## src/common/tws_regs.vh

```
// Contract
// - sda changes only while scl low
// - every command opens with a start
// - stop is sda rising, scl high
// - recovery: up to nine clocks, then start
// - address word starts with fixed 1010
// - last address bit: one read, zero write
// - byte write: address, two bytes, data, stop
// - page write up to 64 data bytes
// - poll with start plus address until ack
// - wait 100 us after power before command
`ifndef TWS_REGS_VH
`define TWS_REGS_VH
`define TWS_REG_CTRL 4'h0
`define TWS_REG_ADDR 4'h1
`define TWS_REG_DATA 4'h2
`define TWS_REG_STAT 4'h3
`define TWS_REG_RDAT 4'h4
`define TWS_CTRL_GO 0
`define TWS_CTRL_RECOVER 1
`define TWS_CTRL_POLL 2
`define TWS_CTRL_NBYTES_LO 8
`define TWS_CTRL_NBYTES_HI 14
`define TWS_STAT_BUSY 0
`define TWS_STAT_NACK 1
`define TWS_STAT_READY 2
`define TWS_STAT_SDA 3
`define TWS_DEV_PATTERN 4'hA
`define TWS_PAGE_BYTES 7'h40
`define TWS_INIT_WAIT_NS 100000
`define TWS_CLK_NS 20
`define TWS_INIT_WAIT_CYC ((`TWS_INIT_WAIT_NS + `TWS_CLK_NS - 1) / `TWS_CLK_NS)
`define TWS_QUARTER_CYC 20
`define TWS_RECOVER_CLOCKS 4'h9
`endif

```

## src/design/tws_host.v

```verilog
`timescale 1ns/10ps
`include "tws_regs.vh"
module tws_host #(
	parameter INIT_WAIT = `TWS_INIT_WAIT_CYC,
	parameter [7:0] QUARTER = `TWS_QUARTER_CYC,
	parameter [2:0] SEL_BITS = 3'h0
) (
	// clock, reset, enable
	input wire core_clk,
	input wire rst,
	input wire ce,
	// avalon-mm slave
	input wire [3:0] avs_address,
	input wire avs_read,
	input wire avs_write,
	input wire [31:0] avs_writedata,
	output reg [31:0] avs_readdata,
	output reg avs_waitrequest,
	// two-wire pins, open drain
	input wire scl_i,
	output reg scl_o,
	output reg scl_oe,
	input wire sda_i,
	output reg sda_o,
	output reg sda_oe
);
	localparam ST_IDLE = 4'h0;
	localparam ST_START = 4'h1;
	localparam ST_BIT = 4'h2;
	localparam ST_ACK = 4'h3;
	localparam ST_STOP = 4'h4;
	localparam ST_RECOV = 4'h5;
	localparam ST_RSTART = 4'h6;
	localparam ST_WAIT = 4'h7;

	reg [3:0] st_q;
	reg [1:0] ph_q;
	reg [3:0] bit_q;
	reg [7:0] sh_q;
	reg [1:0] bidx_q;
	reg [6:0] dcnt_q;
	reg [6:0] nbytes_q;
	reg [14:0] addr_q;
	reg [7:0] wbuf_q [0:63];
	reg [5:0] rd_q;
	reg [5:0] wr_q;
	reg busy_q;
	reg nack_q;
	reg poll_q;
	reg [31:0] init_q;
	reg ready_q;
	reg scl_m_q;
	reg scl_s_q;
	reg sda_m_q;
	reg sda_s_q;
	reg go_q;
	reg rec_q;
	reg pollreq_q;
	wire tick;
	wire [7:0] dev_word;
	wire [7:0] next_byte;

	tws_quarter #(.W(8), .TICKS(QUARTER)) u_q (
		.core_clk(core_clk),
		.rst(rst),
		.ce(ce),
		.run(st_q != ST_IDLE),
		.tick_q(tick)
	);

	// device word: fixed pattern, select bits, write direction
	assign dev_word = {`TWS_DEV_PATTERN, SEL_BITS, 1'b0};
	// first address byte top bit left zero
	assign next_byte = (bidx_q == 2'h0) ? {1'b0, addr_q[14:8]} :
		(bidx_q == 2'h1) ? addr_q[7:0] : wbuf_q[rd_q];

	// pin synchronisers
	always @(posedge core_clk) begin
		if (rst) begin
			scl_m_q <= 1'b1;
			scl_s_q <= 1'b1;
			sda_m_q <= 1'b1;
			sda_s_q <= 1'b1;
		end else if (ce) begin
			scl_m_q <= scl_i;
			scl_s_q <= scl_m_q;
			sda_m_q <= sda_i;
			sda_s_q <= sda_m_q;
		end
	end

	// power-on wait before first command
	always @(posedge core_clk) begin
		if (rst) begin
			init_q <= 32'h0;
			ready_q <= 1'b0;
		end else if (ce && !ready_q) begin
			if (init_q == INIT_WAIT - 1)
				ready_q <= 1'b1;
			else
				init_q <= init_q + 32'h1;
		end
	end

	// register slave, one wait cycle on every access
	always @(posedge core_clk) begin
		if (rst) begin
			avs_waitrequest <= 1'b1;
			avs_readdata <= 32'h0;
			addr_q <= 15'h0;
			nbytes_q <= 7'h1;
			wr_q <= 6'h0;
			go_q <= 1'b0;
			rec_q <= 1'b0;
			pollreq_q <= 1'b0;
		end else if (ce) begin
			go_q <= 1'b0;
			rec_q <= 1'b0;
			pollreq_q <= 1'b0;
			avs_waitrequest <= 1'b1;
			if ((avs_read || avs_write) && avs_waitrequest) begin
				avs_waitrequest <= 1'b0;
				avs_readdata <= 32'h0;
				if (avs_write) begin
					case (avs_address)
					`TWS_REG_CTRL: begin
						if (!busy_q && ready_q) begin
							go_q <= avs_writedata[`TWS_CTRL_GO];
							rec_q <= avs_writedata[`TWS_CTRL_RECOVER];
							pollreq_q <= avs_writedata[`TWS_CTRL_POLL];
							nbytes_q <= (avs_writedata[14:8] == 7'h0 ||
								avs_writedata[14:8] > `TWS_PAGE_BYTES) ?
								`TWS_PAGE_BYTES : avs_writedata[14:8];
							wr_q <= 6'h0;
						end
					end
					`TWS_REG_ADDR: addr_q <= avs_writedata[14:0];
					`TWS_REG_DATA: begin
						if (!busy_q) begin
							wr_q <= wr_q + 6'h1;
						end
					end
					default: begin
					end
					endcase
				end else begin
					case (avs_address)
					`TWS_REG_STAT: avs_readdata <= {28'h0, sda_s_q, ready_q, nack_q, busy_q};
					`TWS_REG_ADDR: avs_readdata <= {17'h0, addr_q};
					`TWS_REG_CTRL: avs_readdata <= {17'h0, nbytes_q, 8'h0};
					default: avs_readdata <= 32'h0;
					endcase
				end
			end
		end
	end

	// write buffer storage
	always @(posedge core_clk) begin
		if (ce && avs_write && avs_waitrequest && avs_address == `TWS_REG_DATA && !busy_q)
			wbuf_q[wr_q] <= avs_writedata[7:0];
	end

	// bus engine: four quarter phases per bit
	always @(posedge core_clk) begin
		if (rst) begin
			st_q <= ST_IDLE;
			ph_q <= 2'h0;
			bit_q <= 4'h0;
			sh_q <= 8'h0;
			bidx_q <= 2'h0;
			dcnt_q <= 7'h0;
			rd_q <= 6'h0;
			busy_q <= 1'b0;
			nack_q <= 1'b0;
			poll_q <= 1'b0;
			scl_o <= 1'b0;
			scl_oe <= 1'b0;
			sda_o <= 1'b0;
			sda_oe <= 1'b0;
		end else if (ce) begin
			case (st_q)
			ST_IDLE: begin
				scl_oe <= 1'b0;
				sda_oe <= 1'b0;
				if (go_q || pollreq_q) begin
					busy_q <= 1'b1;
					nack_q <= 1'b0;
					poll_q <= pollreq_q;
					bidx_q <= 2'h0;
					rd_q <= 6'h0;
					dcnt_q <= 7'h0;
					ph_q <= 2'h0;
					st_q <= ST_START;
				end else if (rec_q) begin
					busy_q <= 1'b1;
					nack_q <= 1'b0;
					bit_q <= 4'h0;
					ph_q <= 2'h0;
					st_q <= ST_RECOV;
				end
			end
			ST_START: if (tick) begin
				ph_q <= ph_q + 2'h1;
				if (ph_q == 2'h1)
					sda_oe <= 1'b1;
				if (ph_q == 2'h3) begin
					scl_oe <= 1'b1;
					sh_q <= dev_word;
					bit_q <= 4'h0;
					st_q <= ST_BIT;
				end
			end
			ST_BIT: if (tick) begin
				ph_q <= ph_q + 2'h1;
				case (ph_q)
				2'h0: sda_oe <= ~sh_q[7];
				2'h1: scl_oe <= 1'b0;
				2'h2: begin
					if (!scl_s_q)
						ph_q <= ph_q;
				end
				default: begin
					scl_oe <= 1'b1;
					sh_q <= {sh_q[6:0], 1'b0};
					bit_q <= bit_q + 4'h1;
					if (bit_q == 4'h7)
						st_q <= ST_ACK;
				end
				endcase
			end
			ST_ACK: if (tick) begin
				ph_q <= ph_q + 2'h1;
				case (ph_q)
				2'h0: sda_oe <= 1'b0;
				2'h1: scl_oe <= 1'b0;
				2'h2: begin
					if (!scl_s_q)
						ph_q <= ph_q;
					else
						nack_q <= sda_s_q;
				end
				default: begin
					scl_oe <= 1'b1;
					bit_q <= 4'h0;
					// stop after a refusal, a poll, or the last data byte
					if (nack_q || poll_q || (bidx_q == 2'h3 && dcnt_q == nbytes_q)) begin
						st_q <= ST_STOP;
					end else begin
						sh_q <= next_byte;
						st_q <= ST_BIT;
						if (bidx_q != 2'h3)
							bidx_q <= bidx_q + 2'h1;
						if (bidx_q[1]) begin
							rd_q <= rd_q + 6'h1;
							dcnt_q <= dcnt_q + 7'h1;
						end
					end
				end
				endcase
			end
			ST_STOP: if (tick) begin
				ph_q <= ph_q + 2'h1;
				case (ph_q)
				2'h0: sda_oe <= 1'b1;
				2'h1: scl_oe <= 1'b0;
				2'h2: begin
					if (!scl_s_q)
						ph_q <= ph_q;
				end
				default: begin
					sda_oe <= 1'b0;
					st_q <= ST_WAIT;
				end
				endcase
			end
			ST_RECOV: if (tick) begin
				ph_q <= ph_q + 2'h1;
				case (ph_q)
				2'h0: scl_oe <= 1'b1;
				2'h1: scl_oe <= 1'b0;
				2'h2: begin
					// wait for scl high, then look at sda
					if (!scl_s_q) begin
						ph_q <= ph_q;
					end else if (sda_s_q) begin
						ph_q <= 2'h0;
						st_q <= ST_RSTART;
					end
				end
				default: begin
					bit_q <= bit_q + 4'h1;
					if (bit_q == `TWS_RECOVER_CLOCKS - 4'h1)
						st_q <= ST_RSTART;
				end
				endcase
			end
			ST_RSTART: if (tick) begin
				ph_q <= ph_q + 2'h1;
				if (ph_q == 2'h0)
					sda_oe <= 1'b1;
				if (ph_q == 2'h2)
					sda_oe <= 1'b0;
				if (ph_q == 2'h3)
					st_q <= ST_WAIT;
			end
			ST_WAIT: if (tick) begin
				ph_q <= ph_q + 2'h1;
				if (ph_q == 2'h3) begin
					busy_q <= 1'b0;
					st_q <= ST_IDLE;
				end
			end
			default: st_q <= ST_IDLE;
			endcase
		end
	end
endmodule // tws_host

```

## src/design/tws_quarter.v

```verilog
`timescale 1ns/10ps
module tws_quarter #(
	parameter W = 8,
	parameter [W-1:0] TICKS = 20
) (
	// clock and control
	input wire core_clk,
	input wire rst,
	input wire ce,
	input wire run,
	// one-cycle pulse each quarter bit
	output reg tick_q
);
	reg [W-1:0] cnt_q;
	// free counter while run is high
	always @(posedge core_clk) begin
		if (rst) begin
			cnt_q <= {W{1'b0}};
			tick_q <= 1'b0;
		end else if (ce) begin
			tick_q <= 1'b0;
			if (!run) begin
				cnt_q <= {W{1'b0}};
			end else if (cnt_q == TICKS - 1'b1) begin
				cnt_q <= {W{1'b0}};
				tick_q <= 1'b1;
			end else begin
				cnt_q <= cnt_q + 1'b1;
			end
		end
	end
endmodule // tws_quarter
```

## config.mk

```make
export PLATFORM = sky130hd
export DESIGN_NAME = tws_host
export DESIGN_NICKNAME = d
export VERILOG_FILES = /design/src/design/tws_host.v /design/src/design/tws_quarter.v
export VERILOG_INCLUDE_DIRS = /design/src /design/src/common
export SDC_FILE = /design/constraint.sdc
export NUM_CORES = 1
export LEC_CHECK = 0
export CORE_UTILIZATION = 35
export DETAILED_ROUTE_END_ITERATION = 12
export DONT_BUFFER_PORTS = 1
export PLACE_DENSITY_LB_ADDON = 0.05
export RECOVER_POWER = 25
export SYNTH_ARGS = -nofsm -noshare
export SYNTH_HDL_FRONTEND = slang
export SYNTH_SLANG_ARGS = --single-unit
```

## constraint.sdc

```tcl
create_clock -name core_clk -period 2 [get_ports core_clk]
set_input_delay 0 -clock core_clk [delete_from_list [all_inputs] [get_ports core_clk]]
set_output_delay 0 -clock core_clk [all_outputs]
set_load 0.005 [all_outputs]
```

; ---- Yosys cells after proc, flatten, opt, wreduce, memory -nomap -nowiden
; Memory sizes are Yosys's and may differ from the RTL's. A register that Yosys moved wholly into a read port is not among the register bits.
; Index checks and enable logic that the tools add are counted.
[totals]
register_bits = 148
mem_bits_rw = 512
mem_count = 1
out_inout_bits = 37
[mem_list]
columns = memory, words, width, read_ports, rd_clocked_by_memory_dff, write_ports, line
row1 = wbuf_q, 64, 8, 1, 1, 1, tws_host.v:44  ; reg [7:0] wbuf_q [0:63];
[op_classes]
n_reduce_logical = 54
muxes = 127
n_lt_le_gt_ge = 1
addsub = 8
n_bitwise = 2
eq_ne = 64
[op_table]
columns = op, n
row1 = 4-bit 2-to-1 mux, 25
row2 = 8-bit 2-to-1 mux, 11
row3 = 6-bit 2-to-1 mux, 9
row4 = 2-bit != test (second input constant), 26
row5 = 15-bit case mux with 3 select lines, 1
row6 = 1-bit 2-to-1 mux, 42
row7 = 7-bit 2-to-1 mux, 6
row8 = 32-bit by 1-bit adder with 32-bit output (second input constant), 1
row9 = 32-bit by 13-bit equality test with 1-bit output (second input constant), 1
row10 = 4-bit case mux with 8 select lines, 1
row11 = 2-bit 2-to-1 mux, 15
row12 = 6-bit case mux with 2 select lines, 2
row13 = 8-bit case mux with 3 select lines, 1
row14 = 2-bit by 1-bit != test with 1-bit output (second input constant), 11
row15 = 3-bit != test (second input constant), 7
row16 = 4-bit by 3-bit equality test with 1-bit output (second input constant), 5
row17 = 10-bit AND reduction, 2
row18 = 20-bit AND reduction, 1
row19 = 4-bit by 2-bit equality test with 1-bit output (second input constant), 4
row20 = 4-bit case mux with 4 select lines, 1
row21 = 15-bit 2-to-1 mux, 1
row22 = 7-bit case mux with 2 select lines, 1
row23 = 7-bit AND reduction, 2
row24 = 6-bit by 1-bit adder with 6-bit output (second input constant), 2
row25 = other kinds (40), 78

; ---- Longest topological paths before layout
[logic_depth]
depth_word = 9
ltp_mapped = 10
ltp_nobuf = 8

; ---- Modules after synthesis
; Synthesis repeated with hierarchy kept, for this count alone.
[unflattened]
cells_unflattened = 1740
area_unflattened_um2 = 26650.6
[modules_own_cells]
columns = module, instances, cells_each, area_per_inst_um2
row1 = tws_host, 1, 1686, 26160.1
row2 = tws_quarter, 1, 54, 490.5

; ---- Least setup slack after synthesis
; Ideal clock, no wire load.
[synth_path]
path_type = register -> register
start = register (tool-made name)
end = register sh_q[1]
slack_ps = -187
setup_ps = 134
path_stages_with_launch = 9
arrival_time_ps = 2053
n_path_buf = 2
path_cell_list = dfxtp_1 -> buf_6 -> buf_2 -> mux4_2 -> mux4_2 -> nand2_1 -> nand4_1 -> mux2i_1 -> o22ai_1
[synth_lines]
columns = element, line
row1 = end signal: assignment, tws_host.v:209  ; sh_q <= dev_word;
row2 = end signal: assignment, tws_host.v:225  ; sh_q <= {sh_q[6:0], 1'b0};
row3 = end signal: assignment, tws_host.v:250  ; sh_q <= next_byte;
row4 = end: declaration, tws_host.v:39  ; reg [7:0] sh_q;

==> reports/metrics.csv <==
metric,value,unit
postSynth.asyncResetShare,0,%
yosys-top-cells-count,"edfxtp_1 (512), nor2_1 (175), dfxtp_1 (136)",
cts_buffer_depth,3,
pre_cts_ws,-0.603,ns
die_area,0.0775,mm2
rows,100,
drive_above_1_share,33.8,%
path_delay_family,multiplexers,
failed_checks,"hold timing, capacitance limit, slew limit, setup timing",
min_from,rst,
critical_path_buf_inv_count,2,
synth_seq_area_share,67.7,%
syn_to_final_growth,29.9,%
endpoint_kind,register,
cpMaxStageDelayCell,mux4_2,
synth-edff-count,512,
ir_drop,0.000635,V
finalCritPeriodShare,121,%
die_w,278,um
ioPinCount,80,
min_path_type,in2reg,
crit_arrival,2.93,ns
max-slew-margin-rel,-10.1,%
drc,0,
fp.coreArea,0.0751,mm2
yosysWarnings,0,
crit_type,reg2reg,
cts_made_buffers,74,
dieHeight,278,um
cts_max_level,3,
synth_area,0.0267,mm2
grt_use_total,20.2,%
p_comb_share,2.6,%
finalSetupViolations,13,
outcome,"finished, violations left",
hpwl,49600,um
max_stage_delay,0.57,ns
finalPower,29700,uW
cts_sinks,648,
synth_top_area_cell,edfxtp_1,
drv_slew,262,
p_switching,6080,uW
grt_max_degree,108,
ant_nets,0,
ys_seq_elements,648,
p_leak,0.0116,uW
start_util,35.6,%
layout_min_cycle_time,2.43,ns
switching_share,20.4,%
cts_tree,built,
drt_iter0_markers,1082,
via_per_inst,5.22,
p_seq_share,49.1,%
drt_pass1_iterations,5,
grt_overflow,0,
cts-root-buf,clkbuf_16,
rsz0062_at_grt,true,
clock_latency,0.62,ns
pwr-share-clk,48.3,%
cp.required,2.51,ns
finalClockSkew,0.0251,ns
p_per_area,856,mW/mm2
startpoint_type,register,
synth_top_area_share,57.5,%
place.gp.congestion,0.845,
cap_violations,4,
routedWlPerCell,24.6,um
tightest_slew,1.65,ns
holdBufCountCts,61,
avgSynthCellArea,15.1,um2
fmaxAchievable,412,MHz
critPathMaxFanout,6,
setup_ws,-0.426,ns
syn_inst,1773,
ys_top_cells_by_area,"edfxtp_1 (57%), dfxtp_1 (10%), mux4_2 (9.6%), nor2_1 (2.5%), mux2i_1 (2.3%)",
drt_wl_total,78600,um
holdWs,-0.531,ns
synth_cell_types,72,
ys.flop_type,edfxtp_1,
final_nets,2217,
grt_pass1_wl,114000,um
internal-power,23700,uW
path_common_cell,mux4_2,
clk_pin_slew_worst_paths,0.06,ns
vias,16662,
hold_viol,74,
io_buffer_count,0,
grt_pass1_vias,16867,
antenna_found_initial,8,
path_cells,buf_6 -> buf_16 -> mux4_2 -> mux4_2 -> nand2_1 -> nand4_1 -> mux2i_1 -> o22ai_1,
synth.most_common_cell,edfxtp_1,
==> timing repair <==
| action | 4_1_cts | 5_1_grt |
|---|---|---|
| setup buffers | 10 | 18 |
| pin swaps | 13 | 65 |
| endpoints found under the hold margin | 648 | 79 |
| endpoints found under the setup margin | 379 | 290 |
| cloned | 3 | 5 |
| gates resized for setup | 55 | 149 |
==> metrics by stage <==
stage / setup TNS, ns / instances / cell area [um2] / utilization, %
after floorplan: -43.18 / 1791 / 26900 / -
after global placement: -38.37 / 2957 / 30300 / 40.4
after detailed placement: -48.90 / 2957 / 30300 / 40.4
after CTS: -16.04 / 3166 / 34000 / 45.3
after global routing: -4.32 / 3191 / 34700 / 46.3
final: -2.96 / 3191 / 34700 / 46.3
==> metal layers <==
metal / wire length [um] / part of all wire [%] / GRT usage [%]
met5: 51 / 0.065 / 0
met4: 2040 / 2.6 / 6.42
met3: 3960 / 5.0 / 3.82
met2: 37200 / 47 / 32.6
met1: 35300 / 45 / 27.6
==> cell families (layout without fill, tap and decap cells) <==
group | after synthesis | in the layout | synth area share (%)
fa+ha+maj | 14 | 14 | 0.655
xor+xnor | 51 | 51 | 1.67
flops | 648 | 648 | 67.7
simple gates | 500 | 500 | 9.07
mux | 192 | 192 | 12.7
other cells | 1 | 22 | 0.0140
buf+inv | 141 | 569 | 2.66
compound gates | 226 | 226 | 5.61
==> cell usage in the layout (no fill, tap or decap), drive strengths merged, types with 12 or more instances in the layout <==
cell type	n
dlygate4sd3	52
nand3	45
mux4	115
nand2	114
dfxtp	136
clkinv	34
nand2b	13
a22oi	33
inv	19
xnor2	14
xor2	37
bufinv	12
mux2i	62
mux2	15
a21oi	68
nand4	31
or3	12
buf	347
edfxtp	512
nor2	175
o21ai	31
ha	14
conb	19
o22ai	19
nand3b	13
nor3	21
clkbuf	103
==> worst reg2reg max path, cell delays in order (launching register included) <==
cell and delay (ns):
dfxtp_4 0.43, buf_6 0.15, buf_16 0.13, mux4_2 0.51, mux4_2 0.57, nand2_1 0.11, nand4_1 0.15, mux2i_1 0.18
o22ai_1 0.09
==> sequential cells by signal, summed over array words and instances (netlist names), 2 cells and up, named ones only <==
signal / cells
u_q.cnt_q: 8
nbytes_q: 7
bidx_q: 2
addr_q: 15
avs_readdata: 15
bit_q: 4
rd_q: 6
init_q: 32
st_q: 3
dcnt_q: 7
wbuf_q: 512
ph_q: 2
sh_q: 8
wr_q: 6
==> path summary, 6_finish.rpt <==
path	endpoint	slack [ns]	cells past startpoint
hold reg to reg	u_q.cnt_q[1]	0.48	2
hold / removal	nbytes_q[6]	-0.53	1
setup reg to reg	sh_q[4]	-0.43	8
setup / recovery	sh_q[4]	-0.43	8
==> power groups by stage <==
stage                     Clock [uW]  Combinational, uW  Sequential (uW)
after floorplan                    0                363            14900
after global placement             0                487            14900
after detailed placement           0                490            14900
after CTS                      14700                800            14600
after global routing           15200                845            14600
final                          14400                769            14600
==> area by class of cell <==
type                            count  area (um2)
Fill cell                        6658       40300
Multi-Input combinational cell   1002        8740
Inverter                           22        82.6
Timing Repair Buffer              412        3980
Clock buffer                       90        2050
Tap cell                          969        1210
Antenna cell                        3        7.51
Clock inverter                     45         536
Sequential cell                   648       18100
Note: power is estimated with default switching activity, not from simulation.
